<file path="config.mk">
export PLATFORM = sky130hd
export DESIGN_NAME = dpmb_mailbox
export DESIGN_NICKNAME = d
export VERILOG_FILES = /design/src/dpmb_pkg.sv /design/src/dpmb_mailbox.sv
export VERILOG_INCLUDE_DIRS = /design/src /design/src/src
export SDC_FILE = /design/constraint.sdc
export NUM_CORES = 1
export LEC_CHECK = 0
export BUFFER_PORTS_ARGS = -buffer_cell sky130_fd_sc_hd__buf_2
export CORE_MARGIN = 3
export CORE_UTILIZATION = 40
export CTS_CLUSTER_SIZE = 30
export DETAILED_ROUTE_END_ITERATION = 12
export PLACE_DENSITY = 0.66
export SLEW_MARGIN = 30
export SYNTH_ARGS = -nofsm -noshare
export SYNTH_HDL_FRONTEND = slang
export SYNTH_SLANG_ARGS = --single-unit
</file>
<file path="constraint.sdc">
create_clock -name clk_in -period 7.8 [get_ports clk_in]
set_clock_uncertainty 0.1 [all_clocks]
set_input_delay 1.56 -clock clk_in [delete_from_list [all_inputs] [get_ports clk_in]]
set_output_delay 1.56 -clock clk_in [all_outputs]
set_load 0.005 [all_outputs]
</file>
<file path="src/dpmb_consts.svh">
// constants for the dual-port mailbox bypass block
`ifndef DPMB_CONSTS_SVH
`define DPMB_CONSTS_SVH

`define DPMB_DATA_W      36
`define DPMB_DATA_RST    36'h000000000
`define DPMB_FLAG_RST    1'b1

// control nibble bit positions: chip select (active low), direction, enable, box select
`define DPMB_CTL_W       4
`define DPMB_CTL_CS_N    3
`define DPMB_CTL_DIR     2
`define DPMB_CTL_EN      1
`define DPMB_CTL_BOX     0

// idle levels loaded into the control synchronisers by reset
`define DPMB_CTL_A_RST   4'hC
`define DPMB_CTL_B_RST   4'h8

// edges from a pin to its decoded strobe, and from a pin to the stored word
`define DPMB_SYNC_STAGES 2
`define DPMB_PIN_TO_REG  3

`endif

</file>
<file path="src/dpmb_pkg.sv">
// types for the dual-port mailbox bypass block
`include "dpmb_consts.svh"
package dpmb_pkg;

    typedef logic [`DPMB_DATA_W-1:0] dpmb_word_t;

    // decoded port control, all active high
    typedef struct packed {
        logic sel;
        logic wr;
        logic rd;
        logic box;
        logic en;
    } dpmb_ctl_t;

    typedef enum logic [1:0] {
        DPMB_MAIL_EMPTY = 2'h1,
        DPMB_MAIL_FULL  = 2'h2
    } dpmb_mail_st_t;

endpackage : dpmb_pkg

</file>
<file path="src/dpmb_mailbox.sv">
// dual-port mailbox bypass: two mail registers with flags between port a and port b
`timescale 1ns/10ps
`include "dpmb_consts.svh"
module dpmb_mailbox
(
    input  wire logic                    clk_in,
    input  wire logic                    rst_in,
    input  wire logic                    port_a_chip_select_n_in,
    input  wire logic                    port_a_write_not_read_in,
    input  wire logic                    port_a_enable_in,
    input  wire logic                    port_a_box_select_in,
    input  wire dpmb_pkg::dpmb_word_t    port_a_data_bus_in,
    output logic [`DPMB_DATA_W-1:0]      port_a_data_bus_out,
    output logic                         port_a_data_bus_oe_out,
    input  wire logic                    port_b_chip_select_n_in,
    input  wire logic                    port_b_write_not_read_in,
    input  wire logic                    port_b_enable_in,
    input  wire logic                    port_b_box_select_in,
    input  wire dpmb_pkg::dpmb_word_t    port_b_data_bus_in,
    input  wire dpmb_pkg::dpmb_word_t    fifo_out_word_in,
    output logic [`DPMB_DATA_W-1:0]      port_b_data_bus_out,
    output logic                         port_b_data_bus_oe_out,
    output logic                         port_a_fifo_write_out,
    output logic                         port_b_fifo_read_out,
    output logic                         a_to_b_mail_flag_n_out,
    output logic                         b_to_a_mail_flag_n_out
);

    // ----------------------------------------------------------------
    // input synchronisers (pins arrive from outside the clock domain)
    // ----------------------------------------------------------------
    localparam int CW = `DPMB_CTL_W;
    logic [CW-1:0]       ctl_a_s1_q;
    logic [CW-1:0]       ctl_a_s2_q;
    logic [CW-1:0]       ctl_b_s1_q;
    logic [CW-1:0]       ctl_b_s2_q;
    dpmb_pkg::dpmb_word_t data_a_s1_q;
    dpmb_pkg::dpmb_word_t data_a_s2_q;
    dpmb_pkg::dpmb_word_t data_b_s1_q;
    dpmb_pkg::dpmb_word_t data_b_s2_q;
    wire [CW-1:0] ctl_a_raw = {port_a_chip_select_n_in, port_a_write_not_read_in,
                               port_a_enable_in, port_a_box_select_in};
    wire [CW-1:0] ctl_b_raw = {port_b_chip_select_n_in, port_b_write_not_read_in,
                               port_b_enable_in, port_b_box_select_in};

    always_ff @(posedge clk_in or posedge rst_in)
    begin
        if (rst_in)
        begin
            ctl_a_s1_q  <= `DPMB_CTL_A_RST;
            ctl_a_s2_q  <= `DPMB_CTL_A_RST;
            ctl_b_s1_q  <= `DPMB_CTL_B_RST;
            ctl_b_s2_q  <= `DPMB_CTL_B_RST;
            data_a_s1_q <= `DPMB_DATA_RST;
            data_a_s2_q <= `DPMB_DATA_RST;
            data_b_s1_q <= `DPMB_DATA_RST;
            data_b_s2_q <= `DPMB_DATA_RST;
        end
        else
        begin
            ctl_a_s1_q  <= ctl_a_raw;
            ctl_a_s2_q  <= ctl_a_s1_q;
            ctl_b_s1_q  <= ctl_b_raw;
            ctl_b_s2_q  <= ctl_b_s1_q;
            data_a_s1_q <= port_a_data_bus_in;
            data_a_s2_q <= data_a_s1_q;
            data_b_s1_q <= port_b_data_bus_in;
            data_b_s2_q <= data_b_s1_q;
        end
    end

    // ----------------------------------------------------------------
    // port decode
    // ----------------------------------------------------------------
    dpmb_pkg::dpmb_ctl_t ca;
    dpmb_pkg::dpmb_ctl_t cb;
    // port a: write is direction high, read is direction low
    assign ca.sel = ~ctl_a_s2_q[`DPMB_CTL_CS_N];
    assign ca.wr  = ca.sel & ctl_a_s2_q[`DPMB_CTL_DIR];
    assign ca.rd  = ca.sel & ~ctl_a_s2_q[`DPMB_CTL_DIR];
    assign ca.en  = ctl_a_s2_q[`DPMB_CTL_EN];
    assign ca.box = ctl_a_s2_q[`DPMB_CTL_BOX];
    // port b: read is direction high, write is direction low
    assign cb.sel = ~ctl_b_s2_q[`DPMB_CTL_CS_N];
    assign cb.wr  = cb.sel & ~ctl_b_s2_q[`DPMB_CTL_DIR];
    assign cb.rd  = cb.sel & ctl_b_s2_q[`DPMB_CTL_DIR];
    assign cb.en  = ctl_b_s2_q[`DPMB_CTL_EN];
    assign cb.box = ctl_b_s2_q[`DPMB_CTL_BOX];
    // every strobe below needs enable, so a cycle with enable low changes no mail register, flag or fifo strobe

    wire a_mail_wr = ca.wr & ca.en & ca.box;
    wire a_mail_rd = ca.rd & ca.en & ca.box;
    wire b_mail_wr = cb.wr & cb.en & cb.box;
    wire b_mail_rd = cb.rd & cb.en & cb.box;

    // fifo path when box select low
    assign port_a_fifo_write_out = ca.wr & ca.en & ~ca.box;
    assign port_b_fifo_read_out  = cb.rd & cb.en & ~cb.box;

    // ----------------------------------------------------------------
    // mail registers and flags
    // ----------------------------------------------------------------
    // reset empties both boxes: no mail is pending after power-up
    dpmb_pkg::dpmb_word_t a_to_b_mail_reg_q;
    dpmb_pkg::dpmb_word_t b_to_a_mail_reg_q;
    logic                 a2b_flag_n_q;
    logic                 b2a_flag_n_q;

    wire a2b_accept = a_mail_wr & a2b_flag_n_q;
    wire b2a_accept = b_mail_wr & b2a_flag_n_q;

    // write clears from writer, read sets from reader; an accepted write wins
    wire a2b_flag_n_d = a2b_accept ? 1'b0 : (b_mail_rd ? 1'b1 : a2b_flag_n_q);
    wire b2a_flag_n_d = b2a_accept ? 1'b0 : (a_mail_rd ? 1'b1 : b2a_flag_n_q);

    always_ff @(posedge clk_in or posedge rst_in)
    begin
        if (rst_in)
        begin
            a_to_b_mail_reg_q <= `DPMB_DATA_RST;
            b_to_a_mail_reg_q <= `DPMB_DATA_RST;
            a2b_flag_n_q   <= `DPMB_FLAG_RST;
            b2a_flag_n_q   <= `DPMB_FLAG_RST;
        end
        else
        begin
            if (a2b_accept)
                a_to_b_mail_reg_q <= data_a_s2_q;
            if (b2a_accept)
                b_to_a_mail_reg_q <= data_b_s2_q;
            a2b_flag_n_q <= a2b_flag_n_d;
            b2a_flag_n_q <= b2a_flag_n_d;
        end
    end

    assign a_to_b_mail_flag_n_out = a2b_flag_n_q;
    assign b_to_a_mail_flag_n_out = b2a_flag_n_q;

    // ----------------------------------------------------------------
    // output drive
    // ----------------------------------------------------------------
    // a selected read decides who drives; the three-state buffers sit at the pins
    wire a_drive = ca.rd;
    wire b_drive = cb.rd;

    assign port_a_data_bus_oe_out = a_drive;
    assign port_a_data_bus_out    = b_to_a_mail_reg_q;
    assign port_b_data_bus_oe_out = b_drive;
    assign port_b_data_bus_out    = cb.box ? a_to_b_mail_reg_q : fifo_out_word_in;

    // ----------------------------------------------------------------
    // assertions: write side, capture and refusal while full
    // ----------------------------------------------------------------
    AST_A2B_WRITE_CLEARS: assert property (
        @(posedge clk_in) disable iff (rst_in)
        a2b_accept |=> !a_to_b_mail_flag_n_out)
        else $error("a-to-b flag not low after write");
    AST_B2A_WRITE_CLEARS: assert property (
        @(posedge clk_in) disable iff (rst_in)
        b2a_accept |=> !b_to_a_mail_flag_n_out)
        else $error("b-to-a flag not low after write");
    AST_A2B_CAPTURE: assert property (
        @(posedge clk_in) disable iff (rst_in)
        a2b_accept |=> a_to_b_mail_reg_q == $past(data_a_s2_q))
        else $error("a-to-b word not captured");
    AST_B2A_CAPTURE: assert property (
        @(posedge clk_in) disable iff (rst_in)
        b2a_accept |=> b_to_a_mail_reg_q == $past(data_b_s2_q))
        else $error("b-to-a word not captured");
    // the stored word must be the pin word of three edges back, synchronisers included
    AST_A2B_PIN_TO_REG: assert property (
        @(posedge clk_in) disable iff (rst_in)
        a2b_accept |=> a_to_b_mail_reg_q == $past(port_a_data_bus_in, `DPMB_PIN_TO_REG))
        else $error("a-to-b word differs from port-a bus");
    AST_B2A_PIN_TO_REG: assert property (
        @(posedge clk_in) disable iff (rst_in)
        b2a_accept |=> b_to_a_mail_reg_q == $past(port_b_data_bus_in, `DPMB_PIN_TO_REG))
        else $error("b-to-a word differs from port-b bus");
    AST_A2B_HOLD_FULL: assert property (
        @(posedge clk_in) disable iff (rst_in)
        !a_to_b_mail_flag_n_out |=> $stable(a_to_b_mail_reg_q))
        else $error("a-to-b overwritten while full");
    AST_B2A_HOLD_FULL: assert property (
        @(posedge clk_in) disable iff (rst_in)
        !b_to_a_mail_flag_n_out |=> $stable(b_to_a_mail_reg_q))
        else $error("b-to-a overwritten while full");
    AST_A2B_HOLD_READ: assert property (
        @(posedge clk_in) disable iff (rst_in)
        !a_mail_wr |=> $stable(a_to_b_mail_reg_q))
        else $error("a-to-b changed without write");
    AST_B2A_HOLD_READ: assert property (
        @(posedge clk_in) disable iff (rst_in)
        !b_mail_wr |=> $stable(b_to_a_mail_reg_q))
        else $error("b-to-a changed without write");

    // ----------------------------------------------------------------
    // assertions: read side and flag ownership
    // ----------------------------------------------------------------
    AST_A2B_READ_SETS: assert property (
        @(posedge clk_in) disable iff (rst_in)
        (b_mail_rd && !a2b_accept) |=> a_to_b_mail_flag_n_out)
        else $error("a-to-b flag not set by port-b read");
    AST_B2A_READ_SETS: assert property (
        @(posedge clk_in) disable iff (rst_in)
        (a_mail_rd && !b2a_accept) |=> b_to_a_mail_flag_n_out)
        else $error("b-to-a flag not set by port-a read");
    AST_NO_EN_NO_FLAG: assert property (
        @(posedge clk_in) disable iff (rst_in)
        (!ca.en && !cb.en) |=> $stable(a_to_b_mail_flag_n_out))
        else $error("flag moved without enable");
    AST_NO_EN_NO_FLAG_BA: assert property (
        @(posedge clk_in) disable iff (rst_in)
        (!ca.en && !cb.en) |=> $stable(b_to_a_mail_flag_n_out))
        else $error("b-to-a flag moved without enable");
    // a flag edge must trace back to a strobe of the port that owns that edge
    AST_A2B_CLR_OWNER: assert property (
        @(posedge clk_in) disable iff (rst_in)
        $fell(a_to_b_mail_flag_n_out) |-> $past(a_mail_wr))
        else $error("a-to-b flag cleared without port-a write");
    AST_A2B_SET_OWNER: assert property (
        @(posedge clk_in) disable iff (rst_in)
        $rose(a_to_b_mail_flag_n_out) |-> $past(b_mail_rd))
        else $error("a-to-b flag set without port-b read");
    AST_B2A_CLR_OWNER: assert property (
        @(posedge clk_in) disable iff (rst_in)
        $fell(b_to_a_mail_flag_n_out) |-> $past(b_mail_wr))
        else $error("b-to-a flag cleared without port-b write");
    AST_B2A_SET_OWNER: assert property (
        @(posedge clk_in) disable iff (rst_in)
        $rose(b_to_a_mail_flag_n_out) |-> $past(a_mail_rd))
        else $error("b-to-a flag set without port-a read");

    // ----------------------------------------------------------------
    // assertions: output drive
    // ----------------------------------------------------------------
    // depths follow the two synchroniser stages, so the pins are the reference
    AST_A_DRIVE: assert property (
        @(posedge clk_in) disable iff (rst_in)
        port_a_data_bus_oe_out ==
            $past(!port_a_chip_select_n_in && !port_a_write_not_read_in, `DPMB_SYNC_STAGES))
        else $error("port a drive differs from selected read");
    AST_B_DRIVE: assert property (
        @(posedge clk_in) disable iff (rst_in)
        port_b_data_bus_oe_out ==
            $past(!port_b_chip_select_n_in && port_b_write_not_read_in, `DPMB_SYNC_STAGES))
        else $error("port b drive differs from selected read");
    AST_A_SHOWS_MAIL: assert property (
        @(posedge clk_in) disable iff (rst_in)
        port_a_data_bus_oe_out |-> port_a_data_bus_out == b_to_a_mail_reg_q)
        else $error("port a not showing b-to-a mail");
    AST_B_SELECT: assert property (
        @(posedge clk_in) disable iff (rst_in)
        port_b_data_bus_out ==
            ($past(port_b_box_select_in, `DPMB_SYNC_STAGES) ? a_to_b_mail_reg_q : fifo_out_word_in))
        else $error("port b source differs from box select");

    // ----------------------------------------------------------------
    // assertions: fifo path
    // ----------------------------------------------------------------
    AST_A_FIFO_WR: assert property (
        @(posedge clk_in) disable iff (rst_in)
        port_a_fifo_write_out == $past(!port_a_chip_select_n_in && port_a_write_not_read_in &&
            port_a_enable_in && !port_a_box_select_in, `DPMB_SYNC_STAGES))
        else $error("port a fifo write strobe wrong");
    AST_B_FIFO_RD: assert property (
        @(posedge clk_in) disable iff (rst_in)
        port_b_fifo_read_out == $past(!port_b_chip_select_n_in && port_b_write_not_read_in &&
            port_b_enable_in && !port_b_box_select_in, `DPMB_SYNC_STAGES))
        else $error("port b fifo read strobe wrong");

    // ----------------------------------------------------------------
    // scenario covers
    // ----------------------------------------------------------------
    // each one marks a path that the bench is meant to exercise
    COV_A2B_ROUND: cover property (
        @(posedge clk_in) disable iff (rst_in)
        a2b_accept ##[1:20] b_mail_rd);
    COV_B2A_ROUND: cover property (
        @(posedge clk_in) disable iff (rst_in)
        b2a_accept ##[1:20] a_mail_rd);
    COV_BLOCKED: cover property (
        @(posedge clk_in) disable iff (rst_in)
        a_mail_wr && !a2b_flag_n_q);
    COV_B_FIFO_READ: cover property (
        @(posedge clk_in) disable iff (rst_in)
        port_b_fifo_read_out ##1 port_b_fifo_read_out);
    COV_ENABLE_LOW_WRITE: cover property (
        @(posedge clk_in) disable iff (rst_in)
        ca.wr && ca.box && !ca.en);

endmodule : dpmb_mailbox

</file>
# ---- After elaboration in Yosys (flattened, before gate mapping)
# Cells that the tools add are included.
# W data, S select, Z words.
dict set report classes {
  muxes 5
  bitwise 22
  reduce_logical 2
}
# op count
set op_table {}
lappend op_table {{$mux W36} 1}
lappend op_table {{$and A1 B1 Y1} 16}
lappend op_table {{$not A1 Y1} 6}
lappend op_table {{$mux W1} 4}
lappend op_table {{$reduce_bool A2 Y1} 2}
dict set report totals {
  register_bits 234
}

# ---- Logic depth before layout (Yosys ltp)
# Gate-level depths: netlist (run 1).
dict set report logic_depth {
  word_depth 6
  depth_mapped 5
}

# ---- Worst setup path before layout (run 1)
# No wires, ideal clock.
dict set report synth_timing {
  kind {input to output}
  start {input fifo_out_word_in[0]}
  end {output port_b_data_bus_out[0]}
  t_arrival_ps 1812
  slack_ps 4328
  cell_stages 1
  path_cell_list {mux2_2}
}
dict set report synth_via {
  elab_chain_cells 1
}
# item line_no
set synth_lines {}
lappend synth_lines {{start, declared} dpmb_mailbox.sv:20} ;# input wire dpmb_pkg::dpmb_word_t fifo_out_word_in,
lappend synth_lines {{$mux W36} dpmb_mailbox.sv:149} ;# assign port_b_data_bus_out = cb.box ? a_to_b_mail_reg_q : fifo_out_word_in;
lappend synth_lines {{end, declared} dpmb_mailbox.sv:21} ;# output logic [`DPMB_DATA_W-1:0] port_b_data_bus_out,
# No other way between the ends.

# ---- Worst setup path in the final report (run 1)
dict set report layout_timing {
  start {input fifo_out_word_in[33]}
  end {output port_b_data_bus_out[33]}
}
# Same word-level chain as after synthesis.

==> results of run 1 <==
stage by stage:
stage	setup slack (ps)	instances	utilization [%]
CTS	4070	822	51.8
global route	4040	822	51.8
finish	4100	822	51.8
floorplan	3080	369	-
detailed placement	4100	784	47.7
global placement	4100	784	47.7
state kept, by name (all words and copies together), names as in the netlist:
register	flops
port_a_data_bus_out	36
a_to_b_mail_flag_n_out	1
ctl_a_s2_q	4
data_b_s1_q	36
ctl_a_s1_q	4
data_b_s2_q	36
ctl_b_s2_q	4
b_to_a_mail_flag_n_out	1
data_a_s2_q	36
ctl_b_s1_q	4
data_a_s1_q	36
a_to_b_mail_reg_q	36
report_power, final:
part	internal, mW	switching (mW)
Clock	0.661	0.427
Combinational	0.296	0.145
Sequential	1.40	0.0999
Total	2.36	0.671
routing by layer:
metal	track usage [%]	up-vias	wire (microns)
li1	-	1656	-
met2	19.7	138	6070
met3	3.63	25	1060
met5	0	-	0
met4	3.91	0	279
met1	17.0	1869	5520
cell usage after synthesis:
cell type                 number  share of area, %
sky130_fd_sc_hd__dfrtp_1     226                75
sky130_fd_sc_hd__and4b_1       1              0.13
sky130_fd_sc_hd__nor2_1        4              0.20
sky130_fd_sc_hd__a31oi_1       2              0.17
sky130_fd_sc_hd__mux2_4       58                11
sky130_fd_sc_hd__buf_2         4              0.26
sky130_fd_sc_hd__nand2_1       1             0.050
sky130_fd_sc_hd__dfstp_2       8               2.8
sky130_fd_sc_hd__and4_4        1              0.15
sky130_fd_sc_hd__mux2_2       50               7.4
sky130_fd_sc_hd__nor2b_4       2              0.36
sky130_fd_sc_hd__and2b_1       1             0.099
sky130_fd_sc_hd__buf_6         1              0.15
sky130_fd_sc_hd__inv_1         2             0.099
sky130_fd_sc_hd__and3b_1       1              0.12
sky130_fd_sc_hd__buf_12        7               1.8
area by class of cell:
class                      count  area share (%)
clock inverter                 5           0.833
timing repair buffer         198            10.7
inverter                       2           0.119
sequential                   234            62.0
tap                          229            3.03
clock buffer                  33            7.11
multi-input combinational    121            16.2
worst max path at each step:
stage | endpoint | slack [ps] | cells past startpoint
finish | port_b_data_bus_out[33] | 4100 | 3
global route | port_b_data_bus_out[30] | 4040 | 2
CTS | port_b_data_bus_out[2] | 4070 | 2
detailed placement | port_b_data_bus_out[33] | 4100 | 3
global placement | port_b_data_bus_out[13] | 4100 | 3
floorplan | a_to_b_mail_reg_q[0] | 3080 | 1
kinds of logic (layout without fill, tap and decap cells):
| kind of cell | Yosys count | count (layout) |
|---|---|---|
| DFF | 234 | 234 |
| muxes | 108 | 108 |
| buffers and inverters | 14 | 238 |
| and+or+nand+nor | 11 | 11 |
| AOI/OAI and AO/OA | 2 | 2 |
==> flow_summary.rst, run 1 <==
.. list-table::
   :header-rows: 1

   * - Metric
     - Value
   * - Chip Width
     - 144 microns
   * - Total via count after detailed routing
     - 3688
   * - Synthesized netlist cell count
     - 369
   * - Startpoint Class
     - primary input
   * - Clock transition at the register clock pins on the worst setup and hold paths after CTS
     - 60 ps
   * - Data arrival, critical path
     - 2040 ps
   * - Wirelength, routed
     - 12900 microns
   * - Hold endpoint
     - data_a_s2_q[12]
   * - Number of antenna repair diodes
     - 0
   * - Initial core utilization
     - 41.5%
   * - Synth unique cells
     - 16
   * - Total CTS buffers
     - 23
   * - DRC violation count after routing
     - 0
   * - Pre-antenna DRT Iters
     - 4
   * - Non-Filler Cell Area, Final
     - 9460 sq um
   * - Max_cap viols
     - 0
   * - H-Tree Depth
     - 1
   * - Final cycle utilization of the critical path
     - 47.4%
   * - Share of synthesized area spent on multiplexers
     - 18.9%
   * - Mean cell area of the mapped netlist
     - 20.5 sq um
   * - Resize count post-CTS
     - 0
   * - Ports placed on the boundary
     - 196
   * - Post-Route Setup TNS
     - 0 ps
   * - Post-synth net total
     - 487
   * - Post-synthesis adder-cell area fraction
     - 0%
   * - Power after layout
     - 3.03 mW
   * - Bufs and invs on worst path
     - 2
   * - Outcome
     - complete, no violations
   * - Share of the synthesized netlist area taken by xor and xnor gates
     - 0%
   * - RD Place Congestion
     - 0.730
   * - Final setup violation count
     - 0
   * - Synth Register Bits
     - 234
   * - Cell area after placement
     - 8710 sq um
   * - Required time at the endpoint of the critical path
     - 6140 ps
   * - Leakage power summed over all cells
     - 4.59 nW
   * - Launch point of the critical path
     - fifo_out_word_in[33]
   * - Hold Path Origin
     - data_a_s1_q[12]
   * - Final routed wire length divided by cell count
     - 15.7 microns
   * - Area fraction in compound gates after synthesis
     - 0.165%
   * - Slew at the pin closest to its max-slew limit
     - 872 ps
   * - Most used cell along the critical path
     - sky130_fd_sc_hd__buf_2
   * - Top library cells by usage in the layout, fill and taps aside
     - sky130_fd_sc_hd__dfrtp_1 (225), sky130_fd_sc_hd__buf_2 (195), sky130_fd_sc_hd__mux2_4 (58), sky130_fd_sc_hd__mux2_2 (50), sky130_fd_sc_hd__clkbuf_16 (23)
   * - Sequential-to-total area share from yosys stat
     - 77.4%
   * - Pwr dens
     - 320 nW/um^2
   * - RSZ-0062 raised after global routing
     - false
   * - Reg-to-reg setup timing slack
     - 5340 ps
   * - Fillers
     - 1518
   * - Area of the core
     - 18300 sq um
   * - Hold-fix buffers, CTS
     - 0
   * - Clk Latency, worst-skew pair
     - 490 ps
   * - Share of final-layout standard cells stronger than drive strength 1
     - 59.7%
   * - Crit path largest cell delay
     - 250 ps
   * - Critical setup path kind
     - in2out
   * - Postcts setup bufs
     - 0
   * - Cell area after synthesis
     - 7570 sq um
   * - Die height
     - 144 microns
   * - Die ar.
     - 20600 sq um
   * - Count of yosys warnings during synthesis
     - 0
   * - Core Rows
     - 49
   * - Critical path endpoint category
     - output port
   * - Hold violation total from the final report
     - 0
   * - Path category of the worst min-delay check
     - reg2reg
   * - Family of cells with the greatest summed delay on the critical path
     - multiplexers
   * - First-pass GRT wire length
     - 20600 microns
   * - Startpoint of the worst-slack reg-to-reg timing path
     - ctl_b_s2_q[0]
   * - Number of global-route vias before repair
     - 3959
   * - Total number of clock tree sinks
     - 234
   * - Seq. cell area
     - 5870 sq um
   * - Worst-path cell chain
     - buf_2 -> mux2_2 -> buf_2
   * - Min Hold Slack
     - 242 ps
   * - Final critical-path required period
     - 3700 ps
   * - Max rail drop VDD
     - 0.179 mV
   * - Peak fanout along the critical path
     - 1
   * - Maximum clock frequency
     - 0.270 GHz
   * - Multi-input gate area
     - 1530 sq um
   * - Number of antenna violations at the first check in global routing
     - 0
   * - Simple logic cell fraction of the synthesized area
     - 1.11%
   * - Rel. slew slack
     - 41.9%
   * - R2r endpoint
     - port_a_data_bus_out[32]
   * - IO buf count
     - 195
   * - Hold Path Cell Cnt
     - 0
   * - CTS tree
     - built
   * - Commonest non-fill, non-tap cell in the layout
     - sky130_fd_sc_hd__dfrtp_1
   * - Growth of design area from synthesis to finish
     - 24.9%
   * - Buffer levels on the longest clock path
     - 3
   * - Max stage delay cell, worst path
     - sky130_fd_sc_hd__mux2_2
   * - Vias per inst
     - 4.49
   * - Reg2reg path depth
     - 3
   * - Half-perimeter wire length of the detailed placement result
     - 8330 microns
   * - GRT Residual Overflow
     - 0
   * - Global-route usage over all layers
     - 12.5%
   * - 1st-iter DRT viols
     - 115
   * - Clk Tree Root Cell
     - sky130_fd_sc_hd__clkbuf_16
   * - Largest net degree at the start of global routing
     - 154
   * - Final Max Slew Viols
     - 0
   * - Combinational family with the most area after synthesis
     - multiplexers
   * - # nets final
     - 698
   * - Routed Antenna Nets
     - 0
No activity file was read; power rests on OpenSTA's default activity.
==> run 2: changes to the inputs <==
--- a/config.mk
+++ b/config.mk
@@ -6,12 +6,13 @@
 export SDC_FILE = /design/constraint.sdc
 export NUM_CORES = 1
 export LEC_CHECK = 0
+export ABC_AREA = 1
 export BUFFER_PORTS_ARGS = -buffer_cell sky130_fd_sc_hd__buf_2
 export CORE_MARGIN = 3
 export CORE_UTILIZATION = 40
 export CTS_CLUSTER_SIZE = 30
 export DETAILED_ROUTE_END_ITERATION = 12
-export PLACE_DENSITY = 0.66
+export PLACE_DENSITY = 0.65
 export SLEW_MARGIN = 30
 export SYNTH_ARGS = -nofsm -noshare
 export SYNTH_HDL_FRONTEND = slang
==> constraint.sdc (replaced) <==
create_clock -name clk_in -period 3.1 [get_ports clk_in]
set_clock_uncertainty 0.1 [all_clocks]
set_input_delay 0.62 -clock clk_in [delete_from_list [all_inputs] [get_ports clk_in]]
set_output_delay 0.62 -clock clk_in [all_outputs]
set_load 0.005 [all_outputs]
==> run 2 against run 1 <==
  * Synthesized cell count increased by 76%
  * Largest cell class unchanged
  * Sequential share of layout area down 1.3 points
  * Clock power increased to 2.5 times the previous value
  * First-iteration DRC count increased by 7.0%
  * Critical path depth rose by 2
  * Critical endpoint is now port_b_data_bus_out[35]
  * Largest power group unchanged
  * Cell count is 35% higher
==> flow_summary.rst, run 2 <==
.. list-table::
   :header-rows: 1

   * - Metric
     - Value
   * - Outcome
     - complete, no violations
   * - Number of antenna violations at the first check in global routing
     - 0
   * - Max_cap viols
     - 0
   * - Critical path endpoint category
     - output port
   * - Max rail drop VDD
     - 0.538 mV
   * - Mean cell area of the mapped netlist
     - 11.8 sq um
   * - Postcts setup bufs
     - 0
   * - Commonest non-fill, non-tap cell in the layout
     - sky130_fd_sc_hd__nand2_1
   * - Final Max Slew Viols
     - 0
   * - Total via count after detailed routing
     - 4714
   * - EDFF count, synth
     - 0
   * - Number of antenna repair diodes
     - 0
   * - Commonest cells post-synth
     - sky130_fd_sc_hd__nand2_1 (295), sky130_fd_sc_hd__dfrtp_1 (226), sky130_fd_sc_hd__inv_1 (44)
   * - Clk Latency, worst-skew pair
     - 490 ps
   * - Final routed wire length divided by cell count
     - 13.0 microns
   * - Die height
     - 144 microns
   * - Synthesized netlist cell count
     - 649
   * - Die ar.
     - 20900 sq um
   * - RSZ-0062 raised after global routing
     - false
   * - Critical setup path kind
     - reg2out
   * - Post-Route Setup TNS
     - 0 ps
   * - Synth Register Bits
     - 234
   * - Maximum clock frequency
     - 0.379 GHz
   * - Buffer levels on the longest clock path
     - 3
   * - Pre-antenna DRT Iters
     - 4
   * - Pwr dens
     - 769 nW/um^2
   * - Top area cells in the synthesized netlist
     - sky130_fd_sc_hd__dfrtp_1 (74%), sky130_fd_sc_hd__nand2_1 (14%), sky130_fd_sc_hd__o21bai_1 (3.5%)
   * - First-pass GRT wire length
     - 22400 microns
   * - Largest net degree at the start of global routing
     - 60
   * - Required time at the endpoint of the critical path
     - 2380 ps
   * - Hold-fix buffers, CTS
     - 0
   * - Post-synth net total
     - 767
   * - Top library cells by usage in the layout, fill and taps aside
     - sky130_fd_sc_hd__nand2_1 (295), sky130_fd_sc_hd__dfrtp_1 (226), sky130_fd_sc_hd__buf_2 (195), sky130_fd_sc_hd__inv_1 (43), sky130_fd_sc_hd__o21bai_1 (36)
   * - Resize count post-CTS
     - 0
   * - Count of yosys warnings during synthesis
     - 0
   * - Slew at the pin closest to its max-slew limit
     - 830 ps
   * - Global-route usage over all layers
     - 13.5%
   * - Initial core utilization
     - 40.9%
   * - Number of global-route vias before repair
     - 4502
   * - CTS tree
     - built
   * - Area share of the leading cell type in the synthesized netlist
     - 73.7%
   * - Leakage power summed over all cells
     - 5.15 nW
   * - Total CTS buffers
     - 24
   * - Data arrival, critical path
     - 1920 ps
   * - Routed Antenna Nets
     - 0
   * - Half-perimeter wire length of the detailed placement result
     - 9650 microns
   * - Startpoint Class
     - flip-flop
   * - Post-placement setup slack
     - 862 ps
   * - Hold violation total from the final report
     - 0
   * - # nets final
     - 974
   * - Cell area after synthesis
     - 7670 sq um
   * - Final critical-path required period
     - 2640 ps
   * - GRT Residual Overflow
     - 0
   * - Non-Filler Cell Area, Final
     - 9670 sq um
   * - DRC violation count after routing
     - 0
   * - Area of the core
     - 18800 sq um
   * - Ports placed on the boundary
     - 196
   * - Fillers
     - 1662
   * - Final Worst Setup Slack
     - 459 ps
   * - Synth unique cells
     - 20
   * - Total number of clock tree sinks
     - 234
   * - H-Tree Depth
     - 1
   * - Growth of design area from synthesis to finish
     - 26.0%
   * - Cell area after placement
     - 8900 sq um
   * - Path category of the worst min-delay check
     - in2async
   * - Synth Flop Type
     - sky130_fd_sc_hd__dfrtp_1
   * - Clk Tree Root Cell
     - sky130_fd_sc_hd__clkbuf_16
   * - Multi-input gate area
     - 1480 sq um
   * - Vias per inst
     - 4.25
   * - IO buf count
     - 195
   * - Final setup violation count
     - 0
   * - RD Place Congestion
     - 0.732
   * - Cell accounting for the most synthesized area
     - sky130_fd_sc_hd__dfrtp_1
   * - Share of final-layout standard cells stronger than drive strength 1
     - 28.9%
   * - Post-synthesis async set-or-reset flop share
     - 100%
   * - Wirelength, routed
     - 14300 microns
   * - Chip Width
     - 144 microns
   * - Final cycle utilization of the critical path
     - 85.2%
   * - Cell with the most instances after synthesis
     - sky130_fd_sc_hd__nand2_1
   * - 1st-iter DRT viols
     - 123
   * - Core Rows
     - 50
   * - Sequential-to-total area share from yosys stat
     - 76.5%
   * - Seq. cell area
     - 5870 sq um
   * - Peak fanout along the critical path
     - 25
   * - Rel. slew slack
     - 44.6%
   * - Clock transition at the register clock pins on the worst setup and hold paths after CTS
     - 60 ps
   * - Final design utilization
     - 51.5%
run 2: worst paths after layout:
kind	startpoint	to	slack [ps]	depth (start not counted)
worst max register to register	ctl_b_s2_q[0]	port_a_data_bus_out[5]	910	5
worst min-delay path	rst_in	port_a_data_bus_out[31]	90	2
max in group asynchronous	rst_in	data_b_s2_q[8]	1910	4
worst min register to register	data_a_s1_q[2]	data_a_s2_q[2]	240	0
min in group clk_in	port_b_data_bus_in[11]	data_b_s1_q[11]	120	1
worst max-delay path	ctl_b_s2_q[0]	port_b_data_bus_out[35]	460	5
run 2: cell type report:
| class | instances | share of cell area (%) |
|---|---|---|
| clock inverters | 6 | 0.608 |
| inverters | 46 | 1.83 |
| well taps | 234 | 3.03 |
| multi-input cells | 345 | 15.3 |
| repair buffers | 205 | 11.3 |
| flip-flops and latches | 234 | 60.7 |
| clock buffers | 38 | 7.29 |
run 2: per-layer routing:
metal  track usage (%)  vias to the layer above  share of wire (%)
met5                 0                        -                  0
met4              3.53                        0                1.5
met3              3.31                       18                6.7
met2              22.7                      144                 48
met1              17.7                     2186                 44
li1                  -                     2366                  -
run 2: logic make-up (layout without fill, tap and decap cells):
family,after synthesis,after routing,share of synthesized area [%]
AOI/OAI and AO/OA,37,37,3.59
buffers and inverters,70,295,4.26
DFF,234,234,76.5
and+or+nand+nor,308,308,15.7
run 2: power breakdown:
part           internal, mW  switching [mW]  total, mW  leakage, nW
clock                  1.64            1.09       2.73        0.376
sequential             3.50           0.211       3.71         2.79
combinational         0.482           0.519       1.00         1.98
total                  5.62            1.82       7.44         5.15
run 2: through the flow:
| step | power, mW | std cells | hold slack, ps |
|---|---|---|---|
| final | 7.44 | 1108 | 86.1 |
| after CTS | 7.57 | 1108 | 80.7 |
| after global placement | 4.75 | 1064 | 232 |
| after detailed placement | 4.79 | 1064 | 235 |
| after global routing | 7.87 | 1108 | 96.1 |
| after floorplan | 4.29 | 649 | 231 |
run 2: critical path, cell delays in order (launching register included):
cell and delay (ps):
sky130_fd_sc_hd__dfrtp_1 340, sky130_fd_sc_hd__clkinv_1 460, sky130_fd_sc_hd__buf_4 380, sky130_fd_sc_hd__nand2_1 70, sky130_fd_sc_hd__nand2_1 50, sky130_fd_sc_hd__buf_2 120
==> run 3: changes to the inputs <==
--- a/config.mk
+++ b/config.mk
@@ -8,11 +8,13 @@
 export LEC_CHECK = 0
 export ABC_AREA = 1
 export BUFFER_PORTS_ARGS = -buffer_cell sky130_fd_sc_hd__buf_2
+export CELL_PAD_IN_SITES_DETAIL_PLACEMENT = 1
+export CELL_PAD_IN_SITES_GLOBAL_PLACEMENT = 1
 export CORE_MARGIN = 3
-export CORE_UTILIZATION = 40
+export CORE_UTILIZATION = 37
 export CTS_CLUSTER_SIZE = 30
 export DETAILED_ROUTE_END_ITERATION = 12
-export PLACE_DENSITY = 0.65
+export PLACE_DENSITY_LB_ADDON = 0.1
 export SLEW_MARGIN = 30
 export SYNTH_ARGS = -nofsm -noshare
 export SYNTH_HDL_FRONTEND = slang
==> run 3 against run 2 <==
  * Sequential power is essentially flat
  * Count of clock-buffer cells in the layout is 6 higher
  * Via count increased by 4.9%
  * Combinational power barely moved
  * Worst setup slack better by 230 ps
  * Critical path depth is 2 lower
  * Register-to-register slack better by 130 ps
  * Largest cell class unchanged
  * Largest power group unchanged
==> flow_summary.rst, run 3 (same netlist as run 2, synthesis figures left out) <==
.. list-table::
   :header-rows: 1

   * - Metric
     - Value
   * - Outcome
     - complete, no violations
   * - Clock transition at the register clock pins on the worst setup and hold paths after CTS
     - 60 ps
   * - Total via count after detailed routing
     - 4943
   * - Leakage power summed over all cells
     - 5.15 nW
   * - Area of the core
     - 20300 sq um
   * - Path category of the worst min-delay check
     - in2reg
   * - Pre-antenna DRT Iters
     - 4
   * - Maximum clock frequency
     - 0.414 GHz
   * - Buffer levels on the longest clock path
     - 3
   * - Final cycle utilization of the critical path
     - 77.9%
   * - Clk Tree Root Cell
     - sky130_fd_sc_hd__clkbuf_16
   * - Critical path endpoint category
     - output port
   * - Core Rows
     - 52
   * - Reg-to-reg setup timing slack
     - 1040 ps
   * - Final critical-path required period
     - 2410 ps
   * - 1st-iter DRT viols
     - 184
   * - Bufs and invs on worst path
     - 2
   * - Met3 wirelength from detailed routing
     - 1220 microns
   * - Hold violation total from the final report
     - 0
   * - Final routed wire length divided by cell count
     - 14.8 microns
   * - Sw frac
     - 24.4%
   * - Largest net degree at the start of global routing
     - 120
   * - Pwr dens
     - 783 nW/um^2
   * - Startpoint Class
     - flip-flop
   * - Startpoint of the worst-slack reg-to-reg timing path
     - ctl_b_s2_q[0]
   * - Growth of design area from synthesis to finish
     - 26.8%
   * - Global-route usage over all layers
     - 15.2%
   * - R2r endpoint
     - port_a_data_bus_out[16]
   * - Routed length on met2
     - 8090 microns
   * - Launch point of the critical path
     - ctl_b_s2_q[0]
   * - GRT Residual Overflow
     - 0
   * - Comb power frac
     - 13.3%
   * - Hold Path Cell Cnt
     - 1
   * - Seq. cell area
     - 5870 sq um
   * - Multi-input gate area
     - 1480 sq um
   * - Cell area after placement
     - 8910 sq um
   * - Hold Path Origin
     - port_b_data_bus_in[5]
   * - Max_cap viols
     - 0
   * - Resize count post-CTS
     - 0
   * - Fillers
     - 2255
   * - P_int
     - 5.76 mW
   * - Final Max Slew Viols
     - 0
   * - Wirelength, routed
     - 16900 microns
   * - Family of cells with the greatest summed delay on the critical path
     - buffers and inverters
   * - Required time at the endpoint of the critical path
     - 2380 ps
   * - RSZ-0062 raised after global routing
     - false
   * - M1 WL
     - 7030 microns
   * - Peak fanout along the critical path
     - 40
   * - H-Tree Depth
     - 1
   * - Max stage delay cell, worst path
     - sky130_fd_sc_hd__dfrtp_2
   * - Switching component of the power
     - 1.86 mW
   * - Clock share of power
     - 37.9%
   * - RD Place Congestion
     - 0.696
   * - IO buf count
     - 195
   * - Final setup violation count
     - 0
   * - Min Hold Slack
     - 119 ps
   * - # nets final
     - 971
   * - Commonest non-fill, non-tap cell in the layout
     - sky130_fd_sc_hd__nand2_1
   * - Data arrival, critical path
     - 1690 ps
   * - Total CTS buffers
     - 25
   * - Critical setup path kind
     - reg2out
   * - Routed Antenna Nets
     - 0
   * - Post-Route Setup TNS
     - 0 ps
   * - Slew at the pin closest to its max-slew limit
     - 880 ps
   * - Crit path largest cell delay
     - 410 ps
   * - Topmost layer with routed signal wires
     - met5
   * - Die ar.
     - 22500 sq um
   * - Total number of clock tree sinks
     - 234
   * - Number of antenna violations at the first check in global routing
     - 4
   * - DRC violation count after routing
     - 0
   * - Power after layout
     - 7.61 mW
   * - Initial core utilization
     - 37.8%
   * - Proportion of power drawn by flip-flops and latches
     - 48.9%
   * - Max rail drop VDD
     - 0.414 mV
   * - Half-perimeter wire length of the detailed placement result
     - 11000 microns
   * - CTS tree
     - built
   * - Clk Latency, worst-skew pair
     - 500 ps
   * - Final design utilization
     - 47.9%
   * - Die height
     - 150 microns
   * - Number of global-route vias before repair
     - 5499
   * - Worst-path cell chain
     - buf_4 -> nor3_1 -> buf_2
   * - Share of final-layout standard cells stronger than drive strength 1
     - 28.9%
   * - Reg2reg path depth
     - 6
   * - Hold-fix buffers, CTS
     - 0
   * - Chip Width
     - 150 microns
   * - Hold endpoint
     - data_b_s1_q[5]
   * - Ports placed on the boundary
     - 196
   * - Postcts setup bufs
     - 0
   * - Top library cells by usage in the layout, fill and taps aside
     - sky130_fd_sc_hd__nand2_1 (295), sky130_fd_sc_hd__dfrtp_1 (225), sky130_fd_sc_hd__buf_2 (195), sky130_fd_sc_hd__inv_1 (43), sky130_fd_sc_hd__o21bai_1 (36)
   * - Non-Filler Cell Area, Final
     - 9730 sq um
   * - Rel. slew slack
     - 41.2%
   * - First-pass GRT wire length
     - 27200 microns
   * - Vias per inst
     - 4.33
-- run 3: cell types whose count changed in the layout (fill, tap and decap cells not counted) --
cell / delta
sky130_fd_sc_hd__diode_2: +1
sky130_fd_sc_hd__clkinv_2: -4
sky130_fd_sc_hd__dfrtp_2: +1
sky130_fd_sc_hd__clkinv_1: -1
sky130_fd_sc_hd__buf_4: -3
sky130_fd_sc_hd__inv_6: -1
sky130_fd_sc_hd__dfrtp_1: -1
sky130_fd_sc_hd__clkbuf_8: +6
sky130_fd_sc_hd__buf_12: -1
sky130_fd_sc_hd__inv_2: +1
-- run 3: how the worst max path moves through the flow --
stage | endpoint | cells past startpoint | slack [ps]
final | port_b_fifo_read_out | 3 | 690
after global routing | port_b_data_bus_out[22] | 4 | 520
after CTS | port_b_data_bus_out[7] | 4 | 200
after detailed placement | port_b_data_bus_out[7] | 4 | 740
after global placement | port_b_data_bus_out[7] | 4 | 860
after floorplan | a_to_b_mail_reg_q[0] | 1 | -680
-- run 3: area by class of cell --
type,instances,area share (%)
Antenna cell,1,0.0257
Clock buffer,44,8.09
Clock inverter,1,0.309
Inverter,46,1.81
Multi-Input combinational cell,345,15.2
Sequential cell,234,60.3
Tap cell,270,3.47
Timing Repair Buffer,201,10.8
-- run 3: metal layers --
layer	vias up	global-route usage, %
met3	42	3.57
met5	-	0
met2	156	25.5
li1	2358	-
met1	2381	19.2
met4	6	5.44
-- run 3: power by group through the flow --
stage          Sequential [mW]  Clock (mW)  Combinational, mW
4_1_cts                   3.73        3.00               1.05
6_report                  3.72        2.88               1.01
3_5_place_dp              3.78           0               1.04
3_3_place_gp              3.76           0              0.992
5_1_grt                   3.78        3.13               1.18
2_1_floorplan             3.74           0              0.552
-- run 3: metrics by stage --
| stage | instances | setup slack [ps] |
|---|---|---|
| finish | 1142 | 686 |
| global route | 1142 | 515 |
| CTS | 1141 | 196 |
| detailed placement | 1096 | 742 |
| global placement | 1096 | 859 |
| floorplan | 649 | -677 |
